### config.mk
export PLATFORM = sky130hd
export DESIGN_NAME = port_ctrl
export DESIGN_NICKNAME = d
export VERILOG_FILES = /design/src/port_ctrl.v
export VERILOG_INCLUDE_DIRS = /design/src
export SDC_FILE = /design/constraint.sdc
export NUM_CORES = 1
export LEC_CHECK = 0
export BUFFER_PORTS_ARGS = -buffer_cell sky130_fd_sc_hd__buf_2
export CORE_ASPECT_RATIO = 1.4
export CORE_MARGIN = 8
export CORE_UTILIZATION = 50
export DETAILED_ROUTE_END_ITERATION = 8
export PLACE_DENSITY = 0.76
export SLEW_MARGIN = 20
export SYNTH_ARGS = -nofsm -noshare
export SYNTH_HDL_FRONTEND = slang
export SYNTH_SLANG_ARGS = --single-unit
### constraint.sdc
create_clock -name ref_clk_i -period 6.7 [get_ports ref_clk_i]
set_clock_uncertainty 0.15 [all_clocks]
set_input_delay 1.005 -clock ref_clk_i [delete_from_list [all_inputs] [get_ports ref_clk_i]]
set_output_delay 1.005 -clock ref_clk_i [all_outputs]
set_load 0.01 [all_outputs]
### src/port_ctrl_regs.vh
// register offsets, field positions and clock figures for the port block
// assumes byte-wide registers, one per aligned avalon word
`ifndef PORT_CTRL_REGS_VH
`define PORT_CTRL_REGS_VH
// printed offsets are register indexes; byte address is four times index
`define IDX_PC_DATA   4'h0
`define IDX_PC_DIR    4'h1
`define IDX_PC_OPT    4'h2
`define IDX_PB_DATA   4'h4
`define IDX_PB_DIR    4'h5
`define IDX_PB_OPT    4'h6
`define IDX_PA_DATA   4'h8
`define IDX_PA_DIR    4'h9
`define IDX_PA_OPT    4'ha
`define IDX_MISC1     4'hc
`define IDX_MISC2     4'hd
`define REG_RESET     8'h00
`define MISC1_G1_HI   7
`define MISC1_G1_LO   6
`define MISC1_CKOUT   5
`define MISC1_G0_HI   4
`define MISC1_G0_LO   3
`define MISC1_DIV_HI  2
`define MISC1_DIV_LO  1
`define MISC1_SLOW    0
`define MISC1_SENSE_MASK 8'hd8
`define MISC2_MASK    8'h0f
`define MISC2_MOK     3
`define MISC2_SOK     2
`define MISC2_SSRC    1
`define MISC2_SSLV    0
`define SENSE_FALL_LOW 2'b00
`define SENSE_RISE     2'b01
`define SENSE_FALL     2'b10
`define SENSE_BOTH     2'b11
// cpu clock divide codes: half the oscillator ratio minus one, half-period counts
`define DIV_NORMAL    5'd0
`define DIV_BY4       5'd1
`define DIV_BY8       5'd3
`define DIV_BY16      5'd7
`define DIV_BY32      5'd15
`endif

### src/port_ctrl.v
// three 8-bit ports, interrupt sense and clock/spi pin control registers
// assumes an avalon-mm master, pins synchronous to ref_clk_i
//
// How it works
// (RQ1) direction bit: 0 input, 1 output
// (RQ2) input option: 0 floating, 1 pull-up
// (RQ3) output option: 0 open drain, 1 push-pull
// (RQ4) pins without option use direction only
// (RQ5) reset clears all registers, pins float
// (RQ6) port blocks at printed offsets c, b, a
// (RQ7) four pin event kinds per interrupt group
// (RQ8) bits 7:6 set group one sense
// (RQ9) bits 4:3 set group zero sense
// (RQ10) sense writes only when mask bit set
// (RQ11) software changes sense only while masked
// (RQ12) bit 5 puts cpu clock on pin
// (RQ13) slow divider picks /4 /8 /16 /32
// (RQ14) slow select off gives oscillator/2
// (RQ15) second register upper nibble reads zero
// (RQ16) bit 3 kills spi master output
// (RQ17) bit 2 kills spi slave output
// (RQ18) bit 1 picks select level source
// (RQ19) soft select frees select pin
// (RQ20) bit 0 is the soft select level
// (RQ21) data writes stored; reads mux latch/pin
// (RQ22) byte registers, no read side effects
//
// The Avalon-MM register port is this design's own decision.
`timescale 1ns/1ns
`include "port_ctrl_regs.vh"
module port_ctrl (
  input  wire        ref_clk_i,
  input  wire        rst_i,
  input  wire [5:0]  address_i,
  input  wire        read_i,
  input  wire        write_i,
  input  wire [31:0] writedata_i,
  input  wire [3:0]  byteenable_i,
  output reg  [31:0] readdata_o,
  output reg         waitrequest_o,
  input  wire        irq_masked_i,
  input  wire [7:0]  pa_pin_i,
  input  wire [7:0]  pb_pin_i,
  input  wire [7:0]  pc_pin_i,
  output reg  [7:0]  pa_out_o,
  output reg  [7:0]  pa_oe_o,
  output reg  [7:0]  pa_pullup_o,
  output reg  [7:0]  pb_out_o,
  output reg  [7:0]  pb_oe_o,
  output reg  [7:0]  pb_pullup_o,
  output reg  [7:0]  pc_out_o,
  output reg  [7:0]  pc_oe_o,
  output reg  [7:0]  pc_pullup_o,
  input  wire        spi_master_out_i,
  input  wire        spi_master_out_en_i,
  input  wire        spi_slave_out_i,
  input  wire        spi_slave_out_en_i,
  output reg         spi_select_level_o,
  output reg         ext_irq_group_zero_o,
  output reg         ext_irq_group_one_o,
  input  wire        ext_irq_source_option_i,
  output reg         cpu_clk_o
);

  // ***********************************************************
  //  registers
  // ***********************************************************
  // pins 6 and 4 of port a carry no option bit
  parameter [7:0] PA_HAS_OPTION = 8'haf;

  reg [7:0]  data_reg  [0:2];
  reg [7:0]  dir_reg   [0:2];
  reg [7:0]  opt_reg   [0:2];
  reg [7:0]  misc1_reg;
  reg [7:0]  misc2_reg;
  reg [7:0]  pin_prev_reg [0:2];
  reg        ack_reg;
  reg [4:0]  div_cnt_reg;
  reg [4:0]  div_next;
  reg [7:0]  rd_next;
  reg        irq0_next;
  reg        irq1_next;

  wire [3:0] idx = address_i[5:2];
  wire       req = (read_i | write_i) & ~ack_reg;
  // writes land only on the edge that sees waitrequest low
  wire       wr  = write_i & ~waitrequest_o & byteenable_i[0];
  wire [7:0] wd  = writedata_i[7:0];
  wire [7:0] pins [0:2];
  wire [7:0] has_opt [0:2];
  wire [7:0] rd_port [0:2];
  wire [7:0] fire [0:2];
  wire       ss_soft = misc2_reg[`MISC2_SSRC];
  wire       clk_out = misc1_reg[`MISC1_CKOUT];
  assign pins[0] = pc_pin_i;
  assign pins[1] = pb_pin_i;
  assign pins[2] = pa_pin_i;
  assign has_opt[0] = 8'hff;
  assign has_opt[1] = 8'hff;
  assign has_opt[2] = PA_HAS_OPTION;

  // ***********************************************************
  //  per-port logic: index 0 port c, 1 port b, 2 port a
  // ***********************************************************
  genvar p;
  generate
    for (p = 0; p < 3; p = p + 1) begin : g_port
      wire [31:0] base_full = p * 4;
      // only the low bits index a word
      wire [3:0]  base = base_full[3:0];
      // (RQ6) block decode per port
      wire hit_d = wr & (idx == base);
      wire hit_r = wr & (idx == base + 4'h1);
      wire hit_o = wr & (idx == base + 4'h2);
      // (RQ21) latch or pin
      assign rd_port[p] = (dir_reg[p] & data_reg[p])
                        | (~dir_reg[p] & pins[p]);
      // port c follows the group it joins
      wire [1:0] sense = (p == 2) ? misc1_reg[`MISC1_G0_HI:`MISC1_G0_LO]
                       : (p == 1) ? misc1_reg[`MISC1_G1_HI:`MISC1_G1_LO]
                       : ext_irq_source_option_i
                         ? misc1_reg[`MISC1_G1_HI:`MISC1_G1_LO]
                         : misc1_reg[`MISC1_G0_HI:`MISC1_G0_LO];
      wire [7:0] irq_en = ~dir_reg[p] & opt_reg[p];
      wire [7:0] fall = pin_prev_reg[p] & ~pins[p];
      wire [7:0] rise = ~pin_prev_reg[p] & pins[p];
      // (RQ7) event kinds per sense code
      assign fire[p] = irq_en & (
        (sense == `SENSE_FALL_LOW) ? (fall | ~pins[p]) :
        (sense == `SENSE_RISE)     ? rise :
        (sense == `SENSE_FALL)     ? fall : (rise | fall));

      // (RQ21) always stored
      always @(posedge ref_clk_i or posedge rst_i) begin
        if (rst_i) begin
          // (RQ5) all zeros
          data_reg[p] <= `REG_RESET;
        end else if (hit_d) begin
          data_reg[p] <= wd;
        end
      end

      // (RQ1) independent bits
      always @(posedge ref_clk_i or posedge rst_i) begin
        if (rst_i) begin
          // (RQ5) pins float
          dir_reg[p] <= `REG_RESET;
        end else if (hit_r) begin
          dir_reg[p] <= wd;
        end
      end

      // (RQ4) unimplemented option bits
      always @(posedge ref_clk_i or posedge rst_i) begin
        if (rst_i) begin
          opt_reg[p] <= `REG_RESET;
        end else if (hit_o) begin
          opt_reg[p] <= wd & has_opt[p];
        end
      end

      // reset high; interrupt enables are off then anyway
      always @(posedge ref_clk_i or posedge rst_i) begin
        if (rst_i) begin
          pin_prev_reg[p] <= 8'hff;
        end else begin
          pin_prev_reg[p] <= pins[p];
        end
      end
    end
  endgenerate

  // ***********************************************************
  //  bus slave: one wait cycle, then answer
  // ***********************************************************
  always @* begin
    case (idx)
      `IDX_PC_DATA: rd_next = rd_port[0];
      `IDX_PC_DIR:  rd_next = dir_reg[0];
      `IDX_PC_OPT:  rd_next = opt_reg[0];
      `IDX_PB_DATA: rd_next = rd_port[1];
      `IDX_PB_DIR:  rd_next = dir_reg[1];
      `IDX_PB_OPT:  rd_next = opt_reg[1];
      `IDX_PA_DATA: rd_next = rd_port[2];
      `IDX_PA_DIR:  rd_next = dir_reg[2];
      `IDX_PA_OPT:  rd_next = opt_reg[2];
      `IDX_MISC1:   rd_next = misc1_reg;
      // (RQ15) upper nibble zero
      `IDX_MISC2:   rd_next = misc2_reg & `MISC2_MASK;
      default:      rd_next = 8'h00;
    endcase
  end

  // waitrequest drops one cycle after request, for one edge
  always @(posedge ref_clk_i or posedge rst_i) begin
    if (rst_i) begin
      ack_reg       <= 1'b0;
      waitrequest_o <= 1'b1;
    end else begin
      ack_reg       <= req;
      waitrequest_o <= ~req;
    end
  end

  // (RQ22) reads have no side effects
  // taken one edge early so data stand while waitrequest is low
  always @(posedge ref_clk_i or posedge rst_i) begin
    if (rst_i) begin
      readdata_o <= 32'h00000000;
    end else if (read_i & req) begin
      readdata_o <= {24'h000000, rd_next};
    end
  end

  // (RQ10) sense fields guarded
  always @(posedge ref_clk_i or posedge rst_i) begin
    if (rst_i) begin
      misc1_reg <= `REG_RESET;
    end else if (wr & (idx == `IDX_MISC1)) begin
      if (irq_masked_i) begin
        misc1_reg <= wd;
      end else begin
        misc1_reg <= (misc1_reg & `MISC1_SENSE_MASK)
                   | (wd & ~`MISC1_SENSE_MASK);
      end
    end
  end

  // (RQ15) reserved nibble never stored
  always @(posedge ref_clk_i or posedge rst_i) begin
    if (rst_i) begin
      misc2_reg <= `REG_RESET;
    end else if (wr & (idx == `IDX_MISC2)) begin
      misc2_reg <= wd & `MISC2_MASK;
    end
  end

  // ***********************************************************
  //  cpu clock divider
  // ***********************************************************
  always @* begin
    // (RQ14) normal oscillator/2
    if (!misc1_reg[`MISC1_SLOW]) begin
      div_next = `DIV_NORMAL;
    end else begin
      // (RQ13) slow divider codes
      case (misc1_reg[2:1])
        2'b00:   div_next = `DIV_BY4;
        2'b10:   div_next = `DIV_BY8;
        2'b01:   div_next = `DIV_BY16;
        default: div_next = `DIV_BY32;
      endcase
    end
  end

  always @(posedge ref_clk_i or posedge rst_i) begin
    if (rst_i) begin
      div_cnt_reg <= 5'd0;
      cpu_clk_o   <= 1'b0;
    end else if (div_cnt_reg >= div_next) begin
      div_cnt_reg <= 5'd0;
      cpu_clk_o   <= ~cpu_clk_o;
    end else begin
      div_cnt_reg <= div_cnt_reg + 5'd1;
    end
  end

  // ***********************************************************
  //  pin drivers and interrupt outputs
  // ***********************************************************
  reg [7:0]  pa_out_next;
  reg [7:0]  pa_oe_next;
  reg [7:0]  pa_pullup_next;
  reg [7:0]  pb_out_next;
  reg [7:0]  pb_oe_next;
  reg [7:0]  pb_pullup_next;
  reg [7:0]  pc_out_next;
  reg [7:0]  pc_oe_next;
  reg [7:0]  pc_pullup_next;
  reg        select_next;

  always @* begin
    irq0_next = |fire[2];
    irq1_next = |fire[1];
    // port c joins a group by source option
    if (ext_irq_source_option_i) begin
      irq1_next = irq1_next | (|fire[0]);
    end else begin
      irq0_next = irq0_next | (|fire[0]);
    end
  end

  // (RQ1) (RQ3) open drain drives low only, push-pull both
  always @* begin
    pa_out_next    = data_reg[2];
    pa_oe_next     = dir_reg[2] & (opt_reg[2] | ~data_reg[2]);
    // (RQ2) pull-up on inputs with option
    pa_pullup_next = ~dir_reg[2] & opt_reg[2] & PA_HAS_OPTION;
  end

  // alternate functions take the pin over the port setting
  always @* begin
    pb_out_next    = data_reg[1];
    pb_oe_next     = dir_reg[1] & (opt_reg[1] | ~data_reg[1]);
    pb_pullup_next = ~dir_reg[1] & opt_reg[1];
    // (RQ16) master output kill
    if (spi_master_out_en_i & ~misc2_reg[`MISC2_MOK]) begin
      pb_out_next[4] = spi_master_out_i;
      pb_oe_next[4]  = 1'b1;
    end
    // (RQ17) slave output kill
    if (spi_slave_out_en_i & ~misc2_reg[`MISC2_SOK]) begin
      pb_out_next[5] = spi_slave_out_i;
      pb_oe_next[5]  = 1'b1;
    end
  end

  // clock out lags the divider one edge, fine for a monitor pin
  always @* begin
    pc_out_next    = data_reg[0];
    pc_oe_next     = dir_reg[0] & (opt_reg[0] | ~data_reg[0]);
    pc_pullup_next = ~dir_reg[0] & opt_reg[0];
    // (RQ12) cpu clock on pin
    if (clk_out) begin
      pc_out_next[2] = cpu_clk_o;
      pc_oe_next[2]  = 1'b1;
    end
  end

  // (RQ18) (RQ19) (RQ20) select level source; pin left to port
  always @* begin
    if (ss_soft) begin
      select_next = misc2_reg[`MISC2_SSLV];
    end else begin
      select_next = pb_pin_i[7];
    end
  end

  // every pin output straight from a flip-flop
  always @(posedge ref_clk_i or posedge rst_i) begin
    if (rst_i) begin
      pa_out_o <= 8'h00;
      pa_oe_o <= 8'h00;
      pa_pullup_o <= 8'h00;
      pb_out_o <= 8'h00;
      pb_oe_o <= 8'h00;
      pb_pullup_o <= 8'h00;
      pc_out_o <= 8'h00;
      pc_oe_o <= 8'h00;
      pc_pullup_o <= 8'h00;
      spi_select_level_o <= 1'b1;
      ext_irq_group_zero_o <= 1'b0;
      ext_irq_group_one_o <= 1'b0;
    end else begin
      pa_out_o <= pa_out_next;
      pa_oe_o <= pa_oe_next;
      pa_pullup_o <= pa_pullup_next;
      pb_out_o <= pb_out_next;
      pb_oe_o <= pb_oe_next;
      pb_pullup_o <= pb_pullup_next;
      pc_out_o <= pc_out_next;
      pc_oe_o <= pc_oe_next;
      pc_pullup_o <= pc_pullup_next;
      spi_select_level_o <= select_next;
      // (RQ8) (RQ9) group sense applied
      ext_irq_group_zero_o <= irq0_next;
      ext_irq_group_one_o  <= irq1_next;
    end
  end

endmodule // port_ctrl

==> results.json, run 1 <==
{
  "p_seq_share_pct": 49.1,
  "die_w_um": 131,
  "setup_viol": 0,
  "highest_layer": "met5",
  "status": "completed",
  "dieArea_um2": 23190,
  "vias": 6720,
  "async_flop_share_pct": 100.0,
  "syn2layout_area_growth_pct": 14.52,
  "cp.arrival_ns": 3.10,
  "overflow": 0,
  "net-switching-power_uw": 861.1,
  "crit_fanout": 26,
  "ctsResizeCount": 0,
  "finish.instance_area_um2": 10600,
  "timing.slew.headroom_pct": 23.15,
  "ys_seq_area_share_pct": 52.49,
  "cts_buffers": 17,
  "drtPass1Iterations": 7,
  "syn_avg_cell_area_um2": 11.23,
  "clock-sinks": 193,
  "route.met2.wl_um": 12720,
  "worst_pin_slew_ns": 1.144,
  "synth_cell_types": 67,
  "antenna_found_initial": 3,
  "grt_pass1_vias": 6684,
  "nets": 1071,
  "holdBufCountCts": 0,
  "wirelength_met1_um": 9474,
  "htreeDepth": 4,
  "tns_ns": 0,
  "p_total_mw": 2.955,
  "required_ns": 6.86,
  "crit_path_end_kind": "flop",
  "min_period_ns": 2.937,
  "drt-initial-drc-count": 618,
  "maxCapViolations": 0,
  "final_util_pct": 57.67,
  "placed_cell_area_um2": 10010,
  "io_pins": 185,
  "rows": 59,
  "grt_setup_unrepaired": "no",
  "detail-route-antenna-nets": 0,
  "grt_pass1_wl_um": 37390,
  "synth-edff-count": 0,
  "wl_um": 24540,
  "leakage_nw": 5.356,
  "netlist_instances": 824,
  "ys_ff_latch": 193,
  "hold_path.class": "flop to flop",
  "clk_latency_ns": 0.43,
  "design.core.area_um2": 18380,
  "dp_hpwl_um": 18050,
  "clockBufferDepth": 2,
  "root_buffer": "clkbuf_16",
  "p_int_mw": 2.094,
  "wl_per_cell_um": 20.36,
  "met3_length_um": 1555,
  "synth-warning-count": 0,
  "largest_register_ffs": 24,
  "globalplace.congestion": 0.9614,
  "vdd_drop_max_v": 0.0001770,
  "ys.flop_type": "dfrtp_1",
  "pwr-share-clk_pct": 33.8,
  "start_util_pct": 50.36,
  "clk_pin_slew_worst_paths_ns": 0.07,
  "track_usage_pct": 21.51,
  "max_freq_ghz": 0.3405,
  "final_common_cell": "dfrtp_1",
  "placement.io_buffers": 129,
  "start_kind": "flop",
  "drive_gt1_share_pct": 28.99,
  "critPathKind": "flop to flop",
  "cts_tree": "built",
  "sw_frac_of_total_pct": 29.14,
  "period_share_pct": 43.84,
  "hold_viol": 0,
  "synth_area_um2": 9258,
  "grt_start_max_net_pins": 130,
  "die_y_um": 177,
  "power_density_nw_per_um2": 278.7,
  "drc_errors": 0,
  "slew_violations": 0,
  "post_cts_buffers": 0,
  "combinationalPowerShare_pct": 17.1,
  "final_cell_mix": "169 x dfrtp_1, 129 x buf_2, 83 x inv_1",
  "via_per_inst": 5.577
}
-- power by group through the flow --
stage	Clock [mW]	Sequential, mW	Combinational [mW]
detailed placement	0	1.47	0.505
global placement	0	1.46	0.494
CTS	1.02	1.45	0.509
global route	1.06	1.47	0.554
floorplan	0	1.46	0.292
finish	1.00	1.45	0.505
-- worst max-delay path, stage by stage (launching register included) --
cell and delay (ns):
dfrtp_1 0.88, mux2i_1 0.43, o21ai_0 0.26, o221ai_1 0.13
a32oi_1 0.23, nand4_1 0.27, a2111o_1 0.47
-- per-layer routing --
layer,global-route usage [%],vias up
li1,-,3058
met1,25.20,3332
met2,37.11,277
met3,3.739,51
met4,10.18,2
met5,0,-
-- area by class of cell --
cell class | instances | area (um^2)
fill | 1530 | 7780
sequential | 193 | 4860
multi-input combinational | 517 | 3847
timing repair buffer | 133 | 675.6
clock buffer | 18 | 429.2
inverter | 84 | 322.8
tap | 244 | 305.3
clock inverter | 14 | 156.4
antenna | 2 | 5.005
-- per-stage QoR --
step,std cells,setup slack [ns],hold slack (ns)
global placement,1171,3.365,0.2540
CTS,1203,3.756,0.2667
detailed placement,1171,3.392,0.2500
floorplan,849,0.3292,0.2310
global route,1205,3.575,0.2896
finish,1205,3.763,0.2628
-- Yosys cell counts (6+ instances only) --
library cell	instances	area, um^2
buf_2	13	65.06
mux2_2	80	900.9
buf_4	28	210.2
nand2b_1	13	81.33
a22o_1	13	113.9
dfstp_2	24	630.6
nand3b_1	8	60.06
nand2_1	55	206.5
a32oi_1	10	87.58
a21boi_0	12	90.09
clkbuf_1	11	41.29
a21o_1	8	60.06
dfrtp_1	169	4229
nor2b_1	16	100.1
mux2i_1	7	70.07
nand3_1	8	40.04
a21oi_1	27	135.1
ha_1	49	613.1
inv_1	84	315.3
o21ai_0	30	150.1
o22ai_1	8	50.05
nor2_1	51	191.4
nand4_1	9	56.30
a22oi_1	6	45.04
-- cell families after synthesis --
| kind of cell | count (synthesis) | synth area share (%) |
|---|---|---|
| AND/OR/NAND/NOR | 187 | 10.06 |
| adder cells (fa/ha/maj) | 49 | 6.623 |
| XOR/XNOR | 5 | 0.4730 |
| flip-flops | 193 | 52.49 |
| other | 1 | 0.04051 |
| multiplexers | 88 | 10.73 |
| AO/OA/AOI/OAI | 162 | 12.56 |
| buffers and inverters | 139 | 7.028 |
-- path summary, 6_finish.rpt --
path,from,to,slack (ns),depth (start not counted)
worst min-delay path,pa_out_next[7],pa_out_o[7],0.26,0
worst min register to register,pa_out_next[7],pa_out_o[7],0.26,0
max in group asynchronous,rst_i,div_cnt_reg[2],4.41,3
worst max-delay path,misc1_reg[3],ext_irq_group_zero_o,3.76,6
worst max register to register,misc1_reg[3],ext_irq_group_zero_o,3.76,6
min in group asynchronous,rst_i,pa_pullup_o[7],0.59,2
Note: power is estimated with default switching activity, not from simulation.
==> run 2: changes to the inputs <==
--- a/config.mk
+++ b/config.mk
@@ -9,9 +9,9 @@
 export BUFFER_PORTS_ARGS = -buffer_cell sky130_fd_sc_hd__buf_2
 export CORE_ASPECT_RATIO = 1.4
 export CORE_MARGIN = 8
-export CORE_UTILIZATION = 50
+export CORE_UTILIZATION = 55
 export DETAILED_ROUTE_END_ITERATION = 8
-export PLACE_DENSITY = 0.76
+export PLACE_DENSITY = 0.8
 export SLEW_MARGIN = 20
 export SYNTH_ARGS = -nofsm -noshare
 export SYNTH_HDL_FRONTEND = slang
==> constraint.sdc (replaced) <==
create_clock -name ref_clk_i -period 2.9 [get_ports ref_clk_i]
set_clock_uncertainty 0.15 [all_clocks]
set_input_delay 0.435 -clock ref_clk_i [delete_from_list [all_inputs] [get_ports ref_clk_i]]
set_output_delay 0.435 -clock ref_clk_i [all_outputs]
set_load 0.01 [all_outputs]
==> results.json, run 2 (synthesis results as in run 1) <==
{
  "cp_cell_sequence": "mux2i_1 > mux2i_1 > nand2b_1 > a32oi_1 > nand4_1 > a2111o_1",
  "reg2reg_slack_ns": 0.37,
  "vias": 7028,
  "clk_pin_slew_worst_paths_ns": 0.07,
  "cts_buffers": 17,
  "root_buffer": "clkbuf_16",
  "placement.io_buffers": 129,
  "status": "completed",
  "seqCellArea_um2": 4860,
  "net-switching-power_mw": 2.033,
  "worst_pin_slew_ns": 0.6484,
  "nets": 1110,
  "htreeDepth": 4,
  "final_cell_mix": "169 x dfrtp_1, 129 x buf_2, 83 x inv_1",
  "dp_hpwl_um": 18280,
  "start_kind": "flop",
  "dieArea_um2": 21300,
  "grt_start_max_net_pins": 94,
  "grt_pass1_vias": 7272,
  "timing.slew.headroom_pct": 55.54,
  "min_period_ns": 2.528,
  "worstReg2RegEnd": "ext_irq_group_zero_o",
  "start_util_pct": 55.75,
  "rows": 56,
  "grt_pass1_wl_um": 39620,
  "max_freq_ghz": 0.3956,
  "via_per_inst": 5.837,
  "drt-initial-drc-count": 661,
  "design.core.area_um2": 16610,
  "p_seq_share_pct": 48.3,
  "holdWs_ns": 0.07685,
  "clk_latency_ns": 0.44,
  "path_delay_family": "multiplexers",
  "syn2layout_area_growth_pct": 18.02,
  "post_cts_buffers": 0,
  "leakage_nw": 5.535,
  "largest_register_ffs": 24,
  "placed_cell_area_um2": 10100,
  "ctsResizeCount": 0,
  "slowest_stage": "mux2i_1",
  "critPathKind": "flop to flop",
  "cp.arrival_ns": 2.70,
  "required_ns": 3.07,
  "crit_top_cell": "mux2i_1",
  "p_int_mw": 4.875,
  "globalplace.congestion": 0.9495,
  "crit_path_end_kind": "flop",
  "power_density_nw_per_um2": 632.3,
  "die_w_um": 125.7,
  "grt_setup_unrepaired": "no",
  "crit_fanout": 7,
  "setup_ws_ns": 0.3719,
  "drive_gt1_share_pct": 29.46,
  "final_common_cell": "dfrtp_1",
  "fin_cells": 1204,
  "combinationalPowerShare_pct": 17.8,
  "drtPass1Iterations": 5,
  "hold_viol": 0,
  "maxCapViolations": 0,
  "post-place-ws_ns": 0.2735,
  "clock-sinks": 193,
  "wl_um": 25070,
  "period_share_pct": 87.18,
  "slew_violations": 0,
  "detail-route-antenna-nets": 0,
  "track_usage_pct": 24.08,
  "finish.instance_area_um2": 10930,
  "hold_path.class": "input pin to flop",
  "cpPeakStageDelay_ns": 0.57,
  "overflow": 0,
  "nFillCells": 1266,
  "wl_per_cell_um": 20.82,
  "antenna_found_initial": 4,
  "r2r_start": "misc1_reg[6]",
  "io_pins": 185,
  "cp-startpoint": "misc1_reg[6]",
  "crit_cells": 6,
  "clockBufferDepth": 2,
  "dp_cells": 1146,
  "pwr-share-clk_pct": 33.8,
  "setup_viol": 0,
  "holdBufCountCts": 23,
  "vdd_drop_max_v": 0.0003553,
  "sw_frac_of_total_pct": 29.43,
  "cts_tree": "built",
  "rr_worst_depth": 6,
  "drc_errors": 0,
  "die_y_um": 169.5,
  "critPathCapture": "ext_irq_group_zero_o",
  "multi_input_area_um2": 3847,
  "path_buf_inv": 0
}
-- run 2: cell count changes in the layout (fill, tap and decap cells not counted) --
cell,delta
inv_6,-1
buf_4,+14
buf_12,+2
dlygate4sd3_1,+23
diode_2,+1
clkinvlp_4,+2
clkinv_4,-1
-- run 2: power groups by stage --
stage / combinational [mW] / clock, mW / sequential [mW]
CTS: 1.23 / 2.36 / 3.33
global route: 1.35 / 2.48 / 3.38
floorplan: 0.674 / 0 / 3.38
global placement: 1.16 / 0 / 3.36
finish: 1.23 / 2.34 / 3.34
detailed placement: 1.19 / 0 / 3.38
-- run 2: metrics by stage --
| step | total power, mW | setup TNS (ns) | utilization [%] |
|---|---|---|---|
| 3_5_place_dp | 4.568 | 0 | 60.83 |
| 2_1_floorplan | 4.059 | -26.33 | - |
| 3_3_place_gp | 4.524 | 0 | 60.83 |
| 4_1_cts | 6.927 | 0 | 65.75 |
| 5_1_grt | 7.203 | 0 | 65.79 |
| 6_report | 6.908 | 0 | 65.79 |
-- run 2: how the worst min path moves through the flow --
stage	start	to	slack (ns)	depth (start not counted)
after floorplan	data_reg[22]	pc_out_o[6]	0.23	0
after global placement	rst_i	pa_out_o[7]	0.20	2
after detailed placement	rst_i	pa_out_o[7]	0.20	2
after CTS	spi_master_out_i	pb_out_o[4]	0.06	2
after global routing	spi_master_out_i	pb_out_o[4]	0.06	2
final	spi_master_out_i	pb_out_o[4]	0.08	2
-- run 2: final cells by class --
class | count | share of cell area [%]
Antenna cell | 3 | 0.06871
Clock inverter | 14 | 1.443
Sequential cell | 193 | 44.48
Clock buffer | 18 | 3.928
Multi-Input combinational cell | 517 | 35.22
Tap cell | 203 | 2.325
Inverter | 84 | 2.920
Timing Repair Buffer | 172 | 9.620
-- run 2: metal layers --
layer	track usage [%]	vias to the layer above	routed length, um
li1	-	3131	-
met1	27.06	3486	9456
met2	41.85	342	12920
met3	5.786	67	1682
met4	12.54	2	1003
met5	0	-	10
==> run 3: changes to the inputs <==
--- a/config.mk
+++ b/config.mk
@@ -6,6 +6,7 @@
 export SDC_FILE = /design/constraint.sdc
 export NUM_CORES = 1
 export LEC_CHECK = 0
+export ABC_AREA = 1
 export BUFFER_PORTS_ARGS = -buffer_cell sky130_fd_sc_hd__buf_2
 export CORE_ASPECT_RATIO = 1.4
 export CORE_MARGIN = 8
==> results.json, run 3 <==
{
  "status": "completed",
  "yosysTopAreaCell": "dfrtp_1",
  "worstHoldStart": "read_i",
  "crit_fanout": 12,
  "holdPathStages": 3,
  "ctsResizeCount": 0,
  "overflow": 0,
  "yosys-top-cells-area": "dfrtp_1 46%, nand2_1 10%, o21ai_0 7.4%",
  "finish.instance_area_um2": 10830,
  "synth_cell_types": 35,
  "worst_pin_slew_ns": 0.6953,
  "wl_per_cell_um": 17.13,
  "drc_errors": 0,
  "cts_buffers": 17,
  "period_share_pct": 76.82,
  "clk_latency_ns": 0.44,
  "syn2layout_area_growth_pct": 18.50,
  "cp.arrival_ns": 2.41,
  "final_util_pct": 65.52,
  "yosys.cell_count.top_type": "nand2_1",
  "grt_setup_unrepaired": "no",
  "critPathKind": "flop to flop",
  "root_buffer": "clkbuf_16",
  "final_common_cell": "nand2_1",
  "min_period_ns": 2.228,
  "vdd_drop_max_v": 0.0003902,
  "largest_register_ffs": 24,
  "htreeDepth": 4,
  "final_cell_mix": "246 x nand2_1, 169 x dfrtp_1, 139 x inv_1",
  "ys_seq_area_share_pct": 53.15,
  "post-place-ws_ns": 0.7680,
  "antenna_found_initial": 3,
  "power_density_nw_per_um2": 656.7,
  "die_y_um": 168.6,
  "placement.io_buffers": 129,
  "placed_cell_area_um2": 9946,
  "rr_worst_depth": 12,
  "setup_ws_ns": 0.6723,
  "required_ns": 3.08,
  "grt_pass1_vias": 7529,
  "die_w_um": 125.0,
  "globalplace.congestion": 0.9504,
  "detail-route-antenna-nets": 0,
  "hold_viol": 0,
  "timing.slew.headroom_pct": 53.55,
  "setup_viol": 0,
  "grt_start_max_net_pins": 57,
  "via_per_inst": 5.339,
  "syn_avg_cell_area_um2": 8.757,
  "ys_ff_latch": 193,
  "synth-edff-count": 0,
  "start_util_pct": 55.29,
  "rows": 56,
  "dieArea_um2": 21060,
  "hold_path.class": "input pin to flop",
  "wl_um": 24290,
  "start_kind": "flop",
  "leakage_nw": 5.768,
  "max_freq_ghz": 0.4489,
  "ys.flop_type": "dfrtp_1",
  "drive_gt1_share_pct": 17.87,
  "clockBufferDepth": 2,
  "async_flop_share_pct": 100.0,
  "drtPass1Iterations": 6,
  "holdPathEnd": "ack_reg",
  "design.core.area_um2": 16540,
  "reg2reg_slack_ns": 0.67,
  "synth-warning-count": 0,
  "crit_path_end_kind": "flop",
  "grt_pass1_wl_um": 38800,
  "dp_hpwl_um": 18060,
  "track_usage_pct": 23.44,
  "netlist_instances": 1044,
  "vias": 7571,
  "slew_violations": 0,
  "synth_top_area_share_pct": 46.26,
  "io_pins": 185,
  "synth_area_um2": 9143,
  "cts_tree": "built",
  "clk_pin_slew_worst_paths_ns": 0.07,
  "r2r_start": "misc1_reg[6]",
  "clock-sinks": 193,
  "synth_commonest_cells": "246 x nand2_1, 169 x dfrtp_1, 140 x inv_1",
  "nets": 1326,
  "worstReg2RegEnd": "ext_irq_group_one_o",
  "p_total_mw": 7.114,
  "maxCapViolations": 0,
  "drt-initial-drc-count": 670
}
[run 3: cell types whose count changed after synthesis, moves of 9 or more]
cell,previous run,this run
a22o_1,13,2
nor2_1,51,75
o22ai_1,8,17
o21ai_0,30,135
a32oi_1,10,0
nand2_2,0,9
a21boi_0,12,2
nand2b_1,13,0
mux2_2,80,0
inv_1,84,140
nand3_1,8,41
nor2b_1,16,0
nand2_1,55,246
[run 3: worst max-delay path by stage]
stage	slack, ns	end	from
after detailed placement	0.77	ext_irq_group_one_o	misc1_reg[6]
after global routing	0.55	ext_irq_group_one_o	misc1_reg[6]
after CTS	0.73	ext_irq_group_one_o	misc1_reg[6]
final	0.67	ext_irq_group_one_o	misc1_reg[6]
after floorplan	-0.16	ack_reg	rst_i
after global placement	0.78	ext_irq_group_one_o	misc1_reg[6]
[run 3: where the power goes]
group | leakage [nW] | internal, mW | total, mW | switching (mW)
combinational | 2.93 | 0.438 | 1.22 | 0.783
clock | 0.322 | 1.55 | 2.60 | 1.05
sequential | 2.51 | 3.06 | 3.30 | 0.236
total | 5.77 | 5.04 | 7.11 | 2.07
[run 3: what timing repair did]
action	in CTS	in global routing
endpoints found under the hold margin	43	0
buffers inserted	0	0
hold buffers	23	0
[run 3: area by class of cell]
| type | instances | area, um^2 |
|---|---|---|
| antenna | 1 | 2.502 |
| clock buffer | 17 | 425.4 |
| clock inverter | 15 | 230.2 |
| fill | 1343 | 5702 |
| inverter | 148 | 559.3 |
| multi-input combinational | 684 | 3540 |
| sequential | 193 | 4860 |
| tap | 203 | 254.0 |
| timing repair buffer | 157 | 963.4 |
[run 3: stage by stage]
stage | hold slack [ns] | instances | setup TNS (ns)
2_1_floorplan | 0.2248 | 1069 | -26.33
3_3_place_gp | 0.2597 | 1362 | 0
3_5_place_dp | 0.2614 | 1362 | 0
4_1_cts | 0.1245 | 1417 | 0
5_1_grt | 0.1396 | 1418 | 0
6_report | 0.1364 | 1418 | 0
[run 3: cell families (layout without fill, tap and decap cells)]
| kind of cell | after synthesis | in the layout | synth area share [%] |
|---|---|---|---|
| other cells | 1 | 27 | 0.04102 |
| fa+ha+maj | 49 | 49 | 6.706 |
| buf+inv | 192 | 337 | 9.156 |
| xor+xnor | 2 | 2 | 0.1916 |
| simple gates | 399 | 399 | 18.52 |
| flops | 193 | 193 | 53.15 |
| compound gates | 208 | 208 | 12.23 |
[run 3: per-layer routing]
metal | wire length (um) | up-vias | track usage, %
li1 | - | 3610 | -
met1 | 9298 | 3591 | 25.90
met2 | 12350 | 303 | 40.77
met3 | 1566 | 63 | 5.793
met4 | 1046 | 4 | 13.02
met5 | 29 | - | 0
[run 3: critical path: stages, from the launching register on]
cell and delay [ns]:
dfrtp_1 0.42, inv_1 0.34, nand2_1 0.19, nand2_4 0.16
nand2_4 0.10, nand3_1 0.10, nand3_1 0.07, nand2_1 0.07
nand2_1 0.05, nor2_1 0.12, nand2_1 0.11, nand2_1 0.15
nand2_1 0.08
